===== src/hifi_cmd_pkg.sv =====
package hifi_cmd_pkg;

   // Instruction codes seen on the shared remote-control bus.
   localparam int CODE_W = 6;
   localparam logic [5:0] CMD_MANUAL_TUNE = 6'h10;
   localparam logic [5:0] CMD_STATION_FIRST = 6'h11;
   localparam logic [5:0] CMD_STATION_LAST = 6'h17;
   localparam logic [5:0] CMD_SRC_TUNER = 6'h18;
   localparam logic [5:0] CMD_SRC_SECOND = 6'h19;
   localparam logic [5:0] CMD_SRC_THIRD = 6'h1a;
   localparam logic [5:0] CMD_SRC_FOURTH = 6'h1b;
   localparam logic [5:0] CMD_SWITCH_ON = 6'h1c;
   localparam logic [5:0] CMD_NORMAL = 6'h1d;
   localparam logic [5:0] CMD_MONO_STEREO = 6'h1e;
   localparam logic [5:0] CMD_TUNER_TOGGLE = 6'h1f;
   localparam logic [5:0] CMD_ARM_DOWN = 6'h20;
   localparam logic [5:0] CMD_ARM_FLIP = 6'h21;
   localparam logic [5:0] CMD_ARM_LIFT = 6'h22;
   localparam logic [5:0] CMD_PLAYER_OFF = 6'h23;
   localparam logic [5:0] CMD_WIND = 6'h28;
   localparam logic [5:0] CMD_REWIND = 6'h29;
   localparam logic [5:0] CMD_PLAY = 6'h2a;
   localparam logic [5:0] CMD_BRAKE = 6'h2b;
   localparam logic [5:0] CMD_STOP = 6'h2c;
   localparam logic [5:0] CMD_STANDBY = 6'h2d;
   localparam int GROUP_FLAG_BIT = 3;
   localparam logic [3:0] SRC_GROUP = 4'h6;

   // Source holding register, bit 0 first line, bit 1 second line, bit 2 third pin.
   localparam logic [2:0] SRC_SEL_TUNER = 3'h1;
   localparam logic [2:0] SRC_SEL_SECOND = 3'h2;
   localparam logic [2:0] SRC_SEL_THIRD = 3'h4;
   localparam logic [2:0] SRC_SEL_NONE = 3'h0;
   localparam logic [2:0] STATION_PREFERRED = 3'h1;

   // Register map, byte addresses on the APB.
   localparam int ADDR_W = 12;
   localparam logic [11:0] REG_CTRL = 12'h000;
   localparam logic [11:0] REG_CMD = 12'h004;
   localparam logic [11:0] REG_STATUS = 12'h008;
   localparam logic [11:0] REG_LAST = 12'h00c;
   localparam logic CTRL_REMOTE_EN_RESET = 1'b1;
   localparam int CTRL_REMOTE_EN_BIT = 0;

   // Status register field positions.
   localparam int ST_STANDBY = 0;
   localparam int ST_AMP_ON = 1;
   localparam int ST_TUNER_ON = 2;
   localparam int ST_STEREO = 3;
   localparam int ST_MANUAL = 4;
   localparam int ST_ARM_DOWN = 5;
   localparam int ST_RECORDER_ON = 6;
   localparam int ST_WIND = 7;
   localparam int ST_REWIND = 8;
   localparam int ST_PLAY = 9;
   localparam int ST_BRAKE = 10;
   localparam int ST_SOURCE_LSB = 12;
   localparam int ST_STATION_LSB = 16;
   localparam logic [31:0] WORD_ZERO = 32'h0000_0000;

endpackage


===== src/hifi_remote_command_decoder.sv =====
// Overview of operation
// Amplifier decoder answers only four codes, all having group_flag high.
// Three codes raise exactly one source output; the fourth drops all three.
// Source combination is loaded into a holding register on program_change_pulse.
// Source load strobe is group_flag combined with program_change_pulse.
// group_flag high means source switching, low means station selection.
// Source or station instruction switches the amplifier on.
// Switch-on instruction selects tuner source, programme 1 and stereo.
// Changing amplifier source to another source switches tuner power on.
// Codes 17 to 23 select stations; code 16 starts manual tuning.
// Station selection during standby switches tuner and amplifier on.
// Group-low one-of-ten decode covers stations 1-7, manual, auxiliary, tuner; the code has no group-low auxiliary or tuner decode.
// Tuner-source instruction is also a tuner power-on command.
// Mono/stereo toggle, forced stereo on wake from standby and normal instruction.
// Tuner toggle resets off; turn-on only when standby_flag is set.
// Player keeps arm down or lifted; code 33 flips the stored position.
// Wind, rewind and playback are exclusive latched states.
// Brake instruction toggles its own brake state.
// Stop clears all transport states and switches recorder off.
// Wind, rewind and playback also switch recorder power on.
// Reset forces every state flip-flop to its preferred value.
//
// Added by the designer: the register addresses and the APB slave port.
`timescale 1ns/10ps
module hifi_remote_command_decoder (
   input wire logic core_clk, // System clock, 25 MHz.
   input wire logic reset, // Synchronous reset, active high.
   input wire logic [hifi_cmd_pkg::CODE_W-1:0] instr_code, // Parallel instruction bits.
   input wire logic program_change_pulse, // One-cycle pulse at each new instruction.
   input wire logic psel, // APB select.
   input wire logic penable, // APB enable.
   input wire logic pwrite, // APB direction, high for write.
   input wire logic [hifi_cmd_pkg::ADDR_W-1:0] paddr, // APB byte address.
   input wire logic [31:0] pwdata, // APB write data.
   output logic [31:0] prdata, // APB read data.
   output logic pready, // APB ready.
   output logic pslverr, // APB error for unmapped address.
   output logic first_source_line, // Amplifier source line one, tuner.
   output logic second_source_line, // Amplifier source line two.
   output logic third_route_pin, // Amplifier source line three.
   output logic amp_power, // Amplifier switched on.
   output logic tuner_power, // Tuner switched on.
   output logic stereo, // High for stereo, low for mono.
   output logic [2:0] station, // Selected tuner station 1 to 7.
   output logic manual_tuning, // Manual tuning active.
   output logic standby_flag, // Low while the system is in standby.
   output logic arm_down, // Record player arm down.
   output logic recorder_power, // Cassette recorder switched on.
   output logic wind, // Cassette fast wind.
   output logic rewind, // Cassette rewind.
   output logic playback, // Cassette playback.
   output logic brake // Cassette brake engaged.
);
   import hifi_cmd_pkg::*;

   function automatic logic is_source(input logic [5:0] code);
      is_source = (code[5:2] == SRC_GROUP);
   endfunction

   function automatic logic [2:0] src_decode(input logic [5:0] code);
      unique case (code[1:0])
         2'h0: src_decode = SRC_SEL_TUNER;
         2'h1: src_decode = SRC_SEL_SECOND;
         2'h2: src_decode = SRC_SEL_THIRD;
         2'h3: src_decode = SRC_SEL_NONE;
      endcase
   endfunction

   function automatic logic is_station(input logic [5:0] code);
      is_station = (code >= CMD_STATION_FIRST) && (code <= CMD_STATION_LAST);
   endfunction

   logic remote_en_ff;
   logic [5:0] last_code_ff;
   logic pready_ff;
   logic pslverr_ff;
   logic [31:0] prdata_ff;
   logic [2:0] source_ff;
   logic amp_on_ff;
   logic standby_ff;
   logic tuner_on_ff;
   logic stereo_ff;
   logic [2:0] station_ff;
   logic manual_ff;
   logic arm_down_ff;
   logic recorder_on_ff;
   logic wind_ff;
   logic rewind_ff;
   logic play_ff;
   logic brake_ff;

   logic apb_setup_done;
   logic apb_write;
   logic addr_mapped;
   logic sw_cmd;
   logic cmd_valid;
   logic [5:0] cmd_code;
   logic group_flag;
   logic src_load;
   logic station_hit;
   logic wake_hit;
   logic [31:0] nxt_prdata;

   // APB access is answered one cycle after the access phase starts.
   assign apb_setup_done = psel && penable && !pready_ff;
   assign apb_write = psel && penable && pready_ff && pwrite;
   assign addr_mapped = (paddr == REG_CTRL) || (paddr == REG_CMD) ||
                        (paddr == REG_STATUS) || (paddr == REG_LAST);
   assign sw_cmd = apb_write && (paddr == REG_CMD);

   // A remote instruction wins over a software instruction in the same cycle.
   always_comb begin
      cmd_valid = 1'b0;
      cmd_code = instr_code;
      if (program_change_pulse && remote_en_ff) begin
         cmd_valid = 1'b1;
      end else if (sw_cmd) begin
         cmd_valid = 1'b1;
         cmd_code = pwdata[5:0];
      end
   end

   assign group_flag = cmd_code[GROUP_FLAG_BIT];
   assign src_load = cmd_valid && group_flag && is_source(cmd_code); // see R1
   assign station_hit = cmd_valid && !group_flag && is_station(cmd_code); // see R9
   assign wake_hit = (src_load || station_hit) && !standby_ff;

   always_comb begin
      nxt_prdata = WORD_ZERO;
      unique case (paddr)
         REG_CTRL: nxt_prdata[CTRL_REMOTE_EN_BIT] = remote_en_ff;
         REG_LAST: nxt_prdata[5:0] = last_code_ff;
         REG_STATUS: begin
            nxt_prdata[ST_STANDBY] = standby_ff;
            nxt_prdata[ST_AMP_ON] = amp_on_ff;
            nxt_prdata[ST_TUNER_ON] = tuner_on_ff;
            nxt_prdata[ST_STEREO] = stereo_ff;
            nxt_prdata[ST_MANUAL] = manual_ff;
            nxt_prdata[ST_ARM_DOWN] = arm_down_ff;
            nxt_prdata[ST_RECORDER_ON] = recorder_on_ff;
            nxt_prdata[ST_WIND] = wind_ff;
            nxt_prdata[ST_REWIND] = rewind_ff;
            nxt_prdata[ST_PLAY] = play_ff;
            nxt_prdata[ST_BRAKE] = brake_ff;
            nxt_prdata[ST_SOURCE_LSB +: 3] = source_ff;
            nxt_prdata[ST_STATION_LSB +: 3] = station_ff;
         end
         default: nxt_prdata = WORD_ZERO;
      endcase
   end

   always_ff @(posedge core_clk) begin
      if (reset) begin
         pready_ff <= 1'b0;
         pslverr_ff <= 1'b0;
         prdata_ff <= WORD_ZERO;
      end else begin
         pready_ff <= apb_setup_done;
         pslverr_ff <= apb_setup_done && !addr_mapped;
         if (apb_setup_done && !pwrite) begin
            prdata_ff <= nxt_prdata;
         end
      end
   end

   always_ff @(posedge core_clk) begin
      if (reset) begin
         remote_en_ff <= CTRL_REMOTE_EN_RESET;
      end else if (apb_write && (paddr == REG_CTRL)) begin
         remote_en_ff <= pwdata[CTRL_REMOTE_EN_BIT];
      end
   end

   always_ff @(posedge core_clk) begin
      if (reset) begin
         last_code_ff <= CMD_SWITCH_ON;
      end else if (cmd_valid) begin
         last_code_ff <= cmd_code;
      end
   end

   // Source holding register.
   always_ff @(posedge core_clk) begin
      if (reset) begin
         source_ff <= SRC_SEL_TUNER;
      end else if (cmd_valid && (cmd_code == CMD_SWITCH_ON)) begin
         source_ff <= SRC_SEL_TUNER;
      end else if (src_load) begin
         source_ff <= src_decode(cmd_code); // see R2
      end
   end

   // Standby flag and amplifier power.
   always_ff @(posedge core_clk) begin
      if (reset) begin
         standby_ff <= 1'b0;
         amp_on_ff <= 1'b0;
      end else if (cmd_valid && (cmd_code == CMD_STANDBY)) begin
         standby_ff <= 1'b0;
         amp_on_ff <= 1'b0;
      end else if (src_load || station_hit || (cmd_valid && (cmd_code == CMD_SWITCH_ON))) begin
         standby_ff <= 1'b1;
         amp_on_ff <= 1'b1; // see R6
      end
   end

   // Tuner power, the second alternating flip-flop.
   always_ff @(posedge core_clk) begin
      if (reset) begin
         tuner_on_ff <= 1'b0; // see R14
      end else if (cmd_valid && (cmd_code == CMD_STANDBY)) begin
         tuner_on_ff <= 1'b0;
      end else if (cmd_valid && (cmd_code == CMD_SWITCH_ON)) begin
         tuner_on_ff <= 1'b1;
      end else if (cmd_valid && (cmd_code == CMD_SRC_TUNER)) begin
         tuner_on_ff <= 1'b1;
      end else if (src_load && (src_decode(cmd_code) != source_ff)) begin
         tuner_on_ff <= 1'b1;
      end else if (station_hit && !standby_ff) begin
         tuner_on_ff <= 1'b1;
      end else if (cmd_valid && (cmd_code == CMD_TUNER_TOGGLE)) begin
         tuner_on_ff <= !tuner_on_ff && standby_ff;
      end
   end

   // Mono/stereo, the first alternating flip-flop.
   always_ff @(posedge core_clk) begin
      if (reset) begin
         stereo_ff <= 1'b1;
      end else if (wake_hit) begin
         stereo_ff <= 1'b1;
      end else if (cmd_valid && ((cmd_code == CMD_NORMAL) || (cmd_code == CMD_SWITCH_ON))) begin
         stereo_ff <= 1'b1; // see R7
      end else if (cmd_valid && (cmd_code == CMD_MONO_STEREO)) begin
         stereo_ff <= !stereo_ff;
      end
   end

   // Station memory and manual tuning.
   always_ff @(posedge core_clk) begin
      if (reset) begin
         station_ff <= STATION_PREFERRED;
         manual_ff <= 1'b0;
      end else if (cmd_valid && (cmd_code == CMD_SWITCH_ON)) begin
         station_ff <= STATION_PREFERRED;
         manual_ff <= 1'b0;
      end else if (station_hit) begin
         station_ff <= cmd_code[2:0];
         manual_ff <= 1'b0;
      end else if (cmd_valid && (cmd_code == CMD_MANUAL_TUNE)) begin
         manual_ff <= 1'b1; // see R9
      end
   end

   // Record player arm.
   always_ff @(posedge core_clk) begin
      if (reset) begin
         arm_down_ff <= 1'b0;
      end else if (cmd_valid) begin
         unique case (cmd_code)
            CMD_ARM_DOWN: arm_down_ff <= 1'b1;
            CMD_ARM_LIFT: arm_down_ff <= 1'b0;
            CMD_ARM_FLIP: arm_down_ff <= !arm_down_ff;
            CMD_PLAYER_OFF: arm_down_ff <= 1'b0;
            default: arm_down_ff <= arm_down_ff;
         endcase
      end
   end

   // Cassette transport.
   always_ff @(posedge core_clk) begin
      if (reset) begin
         wind_ff <= 1'b0;
         rewind_ff <= 1'b0;
         play_ff <= 1'b0;
         recorder_on_ff <= 1'b0;
      end else if (cmd_valid) begin
         unique case (cmd_code)
            CMD_WIND, CMD_REWIND, CMD_PLAY: begin
               wind_ff <= (cmd_code == CMD_WIND);
               rewind_ff <= (cmd_code == CMD_REWIND);
               play_ff <= (cmd_code == CMD_PLAY);
               recorder_on_ff <= 1'b1;
            end
            CMD_STOP: begin
               wind_ff <= 1'b0;
               rewind_ff <= 1'b0;
               play_ff <= 1'b0;
               recorder_on_ff <= 1'b0;
            end
            default: recorder_on_ff <= recorder_on_ff;
         endcase
      end
   end

   always_ff @(posedge core_clk) begin
      if (reset) begin
         brake_ff <= 1'b0;
      end else if (cmd_valid && (cmd_code == CMD_STOP)) begin
         brake_ff <= 1'b0;
      end else if (cmd_valid && (cmd_code == CMD_BRAKE)) begin
         brake_ff <= !brake_ff;
      end
   end

   assign prdata = prdata_ff;
   assign pready = pready_ff;
   assign pslverr = pslverr_ff;
   assign first_source_line = source_ff[0];
   assign second_source_line = source_ff[1];
   assign third_route_pin = source_ff[2];
   assign amp_power = amp_on_ff;
   assign tuner_power = tuner_on_ff;
   assign stereo = stereo_ff;
   assign station = station_ff;
   assign manual_tuning = manual_ff;
   assign standby_flag = standby_ff;
   assign arm_down = arm_down_ff;
   assign recorder_power = recorder_on_ff;
   assign wind = wind_ff;
   assign rewind = rewind_ff;
   assign playback = play_ff;
   assign brake = brake_ff;

   AST_SRC_ONE_LINE: assert property (
      @(posedge core_clk) disable iff (reset)
      $onehot0({third_route_pin, second_source_line, first_source_line}))
      else $error("more than one source line high");

   AST_SRC_FOURTH: assert property (
      @(posedge core_clk) disable iff (reset)
      (src_load && (cmd_code == CMD_SRC_FOURTH))
      |=> !first_source_line && !second_source_line && !third_route_pin)
      else $error("fourth source code left a source line high");

   AST_SRC_SECOND: assert property (
      @(posedge core_clk) disable iff (reset)
      (src_load && (cmd_code == CMD_SRC_SECOND))
      |=> second_source_line && !first_source_line && !third_route_pin)
      else $error("second source code not loaded");

   AST_SRC_LOW_GROUP: assert property (
      @(posedge core_clk) disable iff (reset)
      (cmd_valid && !cmd_code[GROUP_FLAG_BIT]) |=> $stable(source_ff))
      else $error("group-low instruction changed the source");

   AST_AMP_ON: assert property (
      @(posedge core_clk) disable iff (reset)
      (src_load || station_hit) |=> amp_power && standby_flag)
      else $error("amplifier not switched on by selection");

   AST_PREFERRED: assert property (
      @(posedge core_clk) disable iff (reset)
      (cmd_valid && (cmd_code == CMD_SWITCH_ON))
      |=> first_source_line && (station == STATION_PREFERRED) && stereo)
      else $error("switch-on did not reach preferred state");

   AST_TUNER_ON_CHANGE: assert property (
      @(posedge core_clk) disable iff (reset)
      (src_load && (src_decode(cmd_code) != source_ff)) |=> tuner_power)
      else $error("source change left tuner off");

   AST_STATION: assert property (
      @(posedge core_clk) disable iff (reset)
      station_hit |=> (station == $past(cmd_code[2:0])) && !manual_tuning)
      else $error("station number not stored");

   AST_WAKE: assert property (
      @(posedge core_clk) disable iff (reset)
      (station_hit && !standby_flag) |=> tuner_power && amp_power && stereo)
      else $error("station during standby did not wake system");

   AST_TOGGLE_GATED: assert property (
      @(posedge core_clk) disable iff (reset)
      (cmd_valid && (cmd_code == CMD_TUNER_TOGGLE) && !tuner_power && !standby_flag)
      |=> !tuner_power)
      else $error("tuner turned on without standby flag");

   AST_ARM_FLIP: assert property (
      @(posedge core_clk) disable iff (reset)
      (cmd_valid && (cmd_code == CMD_ARM_FLIP)) |=> (arm_down != $past(arm_down)))
      else $error("arm flip did not change position");

   AST_TRANSPORT_EXCL: assert property (
      @(posedge core_clk) disable iff (reset)
      $onehot0({wind, rewind, playback}))
      else $error("two transport states latched");

   AST_BRAKE: assert property (
      @(posedge core_clk) disable iff (reset)
      (cmd_valid && (cmd_code == CMD_BRAKE)) |=> (brake != $past(brake)))
      else $error("brake did not toggle");

   AST_STOP: assert property (
      @(posedge core_clk) disable iff (reset)
      (cmd_valid && (cmd_code == CMD_STOP))
      |=> !wind && !rewind && !playback && !recorder_power && !brake)
      else $error("stop left the recorder running");

   AST_PLAY_POWER: assert property (
      @(posedge core_clk) disable iff (reset)
      (cmd_valid && (cmd_code == CMD_PLAY)) |=> playback && recorder_power)
      else $error("playback did not power the recorder");

   AST_RESET_STATE: assert property (
      @(posedge core_clk)
      reset |=> first_source_line && stereo && !tuner_power && !amp_power && !standby_flag)
      else $error("reset did not force preferred state");

endmodule


===== config.mk =====
export PLATFORM = sky130hd
export DESIGN_NAME = hifi_remote_command_decoder
export DESIGN_NICKNAME = d
export VERILOG_FILES = /design/src/hifi_cmd_pkg.sv /design/src/hifi_remote_command_decoder.sv
export SDC_FILE = /design/constraint.sdc
export NUM_CORES = 1
export LEC_CHECK = 0
export BUFFER_PORTS_ARGS = -buffer_cell sky130_fd_sc_hd__buf_2
export CAP_MARGIN = 20
export CORE_MARGIN = 2
export CORE_UTILIZATION = 35
export DETAILED_ROUTE_END_ITERATION = 8
export PLACE_DENSITY = 0.61
export SKIP_CTS_REPAIR_TIMING = 1
export SLEW_MARGIN = 20
export SYNTH_ARGS = -nofsm -noshare
export SYNTH_HDL_FRONTEND = slang
export SYNTH_SLANG_ARGS = --single-unit

===== constraint.sdc =====
create_clock -name core_clk -period 7.17 [get_ports core_clk]
set_input_delay 1.0755 -clock core_clk [delete_from_list [all_inputs] [get_ports core_clk]]
set_output_delay 1.0755 -clock core_clk [all_outputs]
set_load 0.01 [all_outputs]

==> impl_metrics.py <==
metrics = {
    "status": {
        "outcome": "complete, no violations",
    },
    "sta": {
        "layout_min_cycle_time_ns": 3.678,
        "timing.setup.tns_ns": 0,
        "period_share_pct": 51.29,
        "setup_viol": 0,
        "slew_viol_final": 0,
        "fin_skew_ns": 0.005106,
        "slew-limit-headroom_pct": 37.04,
        "rsz0062_at_grt": "no",
        "timing.hold.ws_ns": 0.4849,
        "hold_viol_final": 0,
        "worst_slack_ns": 3.492,
        "fmax_mhz": 271.9,
        "worst_slew_pin_slew_ns": 0.9364,
    },
    "floorplan": {
        "core_sq_mm": 0.006350,
        "rows": 29,
        "die-width_microns": 84.82,
        "die_h_microns": 84.82,
        "dieArea_sq_mm": 0.007194,
        "ioPinCount": 107,
        "start_util_pct": 36.00,
    },
    "grt": {
        "busiest_layer": "met2",
        "grt_max_degree": 34,
        "antenna_found_initial": 0,
        "grt-ovfl-total": 0,
        "grt_pass1_wl_microns": 9936,
        "grt_pass1_vias": 2023,
        "grt_usage_pct": 17.03,
        "use_met1_pct": 22.30,
        "use_met2_pct": 28.35,
        "use_met3_pct": 3.307,
    },
    "synthesis": {
        "synth-edff-count": 0,
        "synthArstFlopShare_pct": 0,
        "yosys_warnings": 0,
        "synth_area_sq_mm": 0.002286,
        "ys_ff_latch": 42,
        "seq_area_frac_synth_pct": 36.78,
        "yosysTopAreaCell": "dfxtp_1",
        "synthFlopType": "dfxtp_1",
        "ys_types": 55,
        "syn_area_per_cell_sq_um": 8.373,
        "yosysTopAreaCellShare_pct": 36.78,
        "synthTopCellsByArea": "dfxtp_1 (37%), nor2_1 (7.2%), buf_4 (5.3%)",
        "syn_inst": 273,
    },
    "placement": {
        "dp_hpwl_microns": 4478,
        "placed_area_sq_mm": 0.002595,
        "io_buffers": 65,
        "place.gp.congestion": 0.8546,
        "place_ws_ns": 3.190,
    },
    "drt": {
        "routed_wl_microns": 6004,
        "drt_iter0_markers": 175,
        "first_pass_iters": 4,
        "drc": 0,
        "antenna_left": 0,
        "vias": 2196,
        "vias_per_cell": 5.356,
        "detail_route.wl_per_cell_microns": 14.64,
    },
    "cts": {
        "clockBufferDepth": 2,
        "cts-root-buf": "clkbuf_8",
        "cts_buffers": 5,
        "h-tree-depth": 2,
        "cts.sinks": 42,
        "clock_latency_ns": 0.29,
        "path_clk_slew_ns": 0.08,
        "cts_tree": "built",
    },
    "setup_path": {
        "cp-start-kind": "input pin",
        "rrSetupSlack_ns": 4.32,
        "cp.required_ns": 7.36,
        "crit_path_max_incr_delay_ns": 0.65,
        "cpLargestDelayFamily": "simple AND/OR/NAND/NOR gates",
        "critical_path_class": "in2reg",
        "path_cells": "buf_2, or4_4, nor4_4, nand2_2, mux2i_2, a21oi_1, or3_4, a32o_2",
        "cp_max_fo": 15,
        "crit_slowest_cell": "nor4_4",
        "end_kind": "register",
        "worst-path-buf-inv": 1,
        "worstPathArrival_ns": 3.87,
    },
    "cells_and_area": {
        "fillCellCount": 667,
        "diodes": 0,
        "final_nets": 388,
        "drive_gt1_share_pct": 27.03,
        "finalInstanceArea_sq_mm": 0.002686,
        "area_growth_pct": 17.52,
    },
    "worst_hold_path": {
        "hp-class": "reg2reg",
    },
    "power": {
        "p_leak_uw": 0.001179,
        "combPwrFrac_pct": 12.4,
        "p_int_uw": 335.7,
        "seqPwrFrac_pct": 53.1,
        "switching_power_uw": 119.8,
        "peakVddDrop_mv": 0.09832,
        "p_total_uw": 455.6,
        "p_sw_share_pct": 26.31,
        "power.density_mw_per_mm2": 169.6,
        "clock_power_share_pct": 34.6,
    },
    "run": {
        "cap_violations": 0,
    },
}
state kept, by name, indices dropped and copies added (netlist names), 3 cells and up:
signal and count:
prdata 17, station 3, last_code_ff 6, source_ff 3
final cells by class:
type / count / area (sq um) / area share (%)
inverters: 5 / 18.77 / 0.6986
clock inverters: 1 / 5.005 / 0.1863
clock buffers: 7 / 86.33 / 3.214
multi-input cells: 212 / 1306 / 48.63
flip-flops and latches: 42 / 840.8 / 31.30
repair buffers: 66 / 332.8 / 12.39
well taps: 77 / 96.34 / 3.586
synthesized netlist by cell type (all sizes together) (3+ instances only):
master  count
a31oi       5
nand4       3
buf        22
nor3        9
nand2      20
o21ai       7
a211oi      3
and2        5
dfxtp      42
nor3b       5
nand3       7
or3         3
mux2i      13
nand2b      3
clkbuf      6
nor2       44
nand4b      5
inv         4
a21oi      15
o31ai       4
or4         3
a22oi      13
power by group through the flow:
stage               Clock (uW)  Sequential, uW  Combinational (uW)
floorplan                    0             247                39.7
global placement             0             247                55.4
finish                     157             242                56.3
detailed placement           0             247                55.8
CTS                        163             242                56.1
global route               172             242                62.6
tightest hold or removal path, cell delays in order, from the launching register on:
cell and delay (ns):
dfxtp_1 0.31, nand2_1 0.06, a311oi_1 0.07
metal layers:
metal | share of wire, % | wire length [microns]
met3 | 5.6 | 334
met5 | 0 | 0
met4 | 1.6 | 96
met2 | 46 | 2773
met1 | 47 | 2800
logic make-up (layout without fill, tap and decap cells):
kind of cell / Yosys count / after routing / share of synthesized area [%]
simple gates: 116 / 116 / 27.75
flops: 42 / 42 / 36.78
other cells: 1 / 15 / 0.1640
mux: 15 / 15 / 7.006
compound gates: 66 / 66 / 19.92
buf+inv: 33 / 79 / 8.374
through the flow:
stage	cells	utilization (%)
after floorplan	287	-
after global placement	402	40.87
after detailed placement	402	40.87
after CTS	410	42.31
after global routing	410	42.31
final	410	42.31
path summary, 6_finish.rpt:
kind | startpoint | depth (start not counted) | endpoint
worst max-delay path | paddr[7] | 8 | playback
worst min-delay path | last_code_ff[0] | 2 | last_code_ff[0]
worst max register to register | remote_en_ff | 7 | source_ff[0]
worst min register to register | last_code_ff[0] | 2 | last_code_ff[0]
layout by cell type (no fill, tap or decap), drive strengths merged, types with 3 or more instances in the layout:
master,count
a211oi,3
a21oi,15
a22oi,13
a31oi,5
and2,5
buf,66
clkbuf,7
conb,15
dfxtp,42
inv,4
mux2i,13
nand2,20
nand2b,3
nand3,7
nand4,3
nand4b,5
nor2,44
nor3,9
nor3b,5
o21ai,7
o31ai,4
or3,3
or4,3
Power figures use the tool's default switching activity.
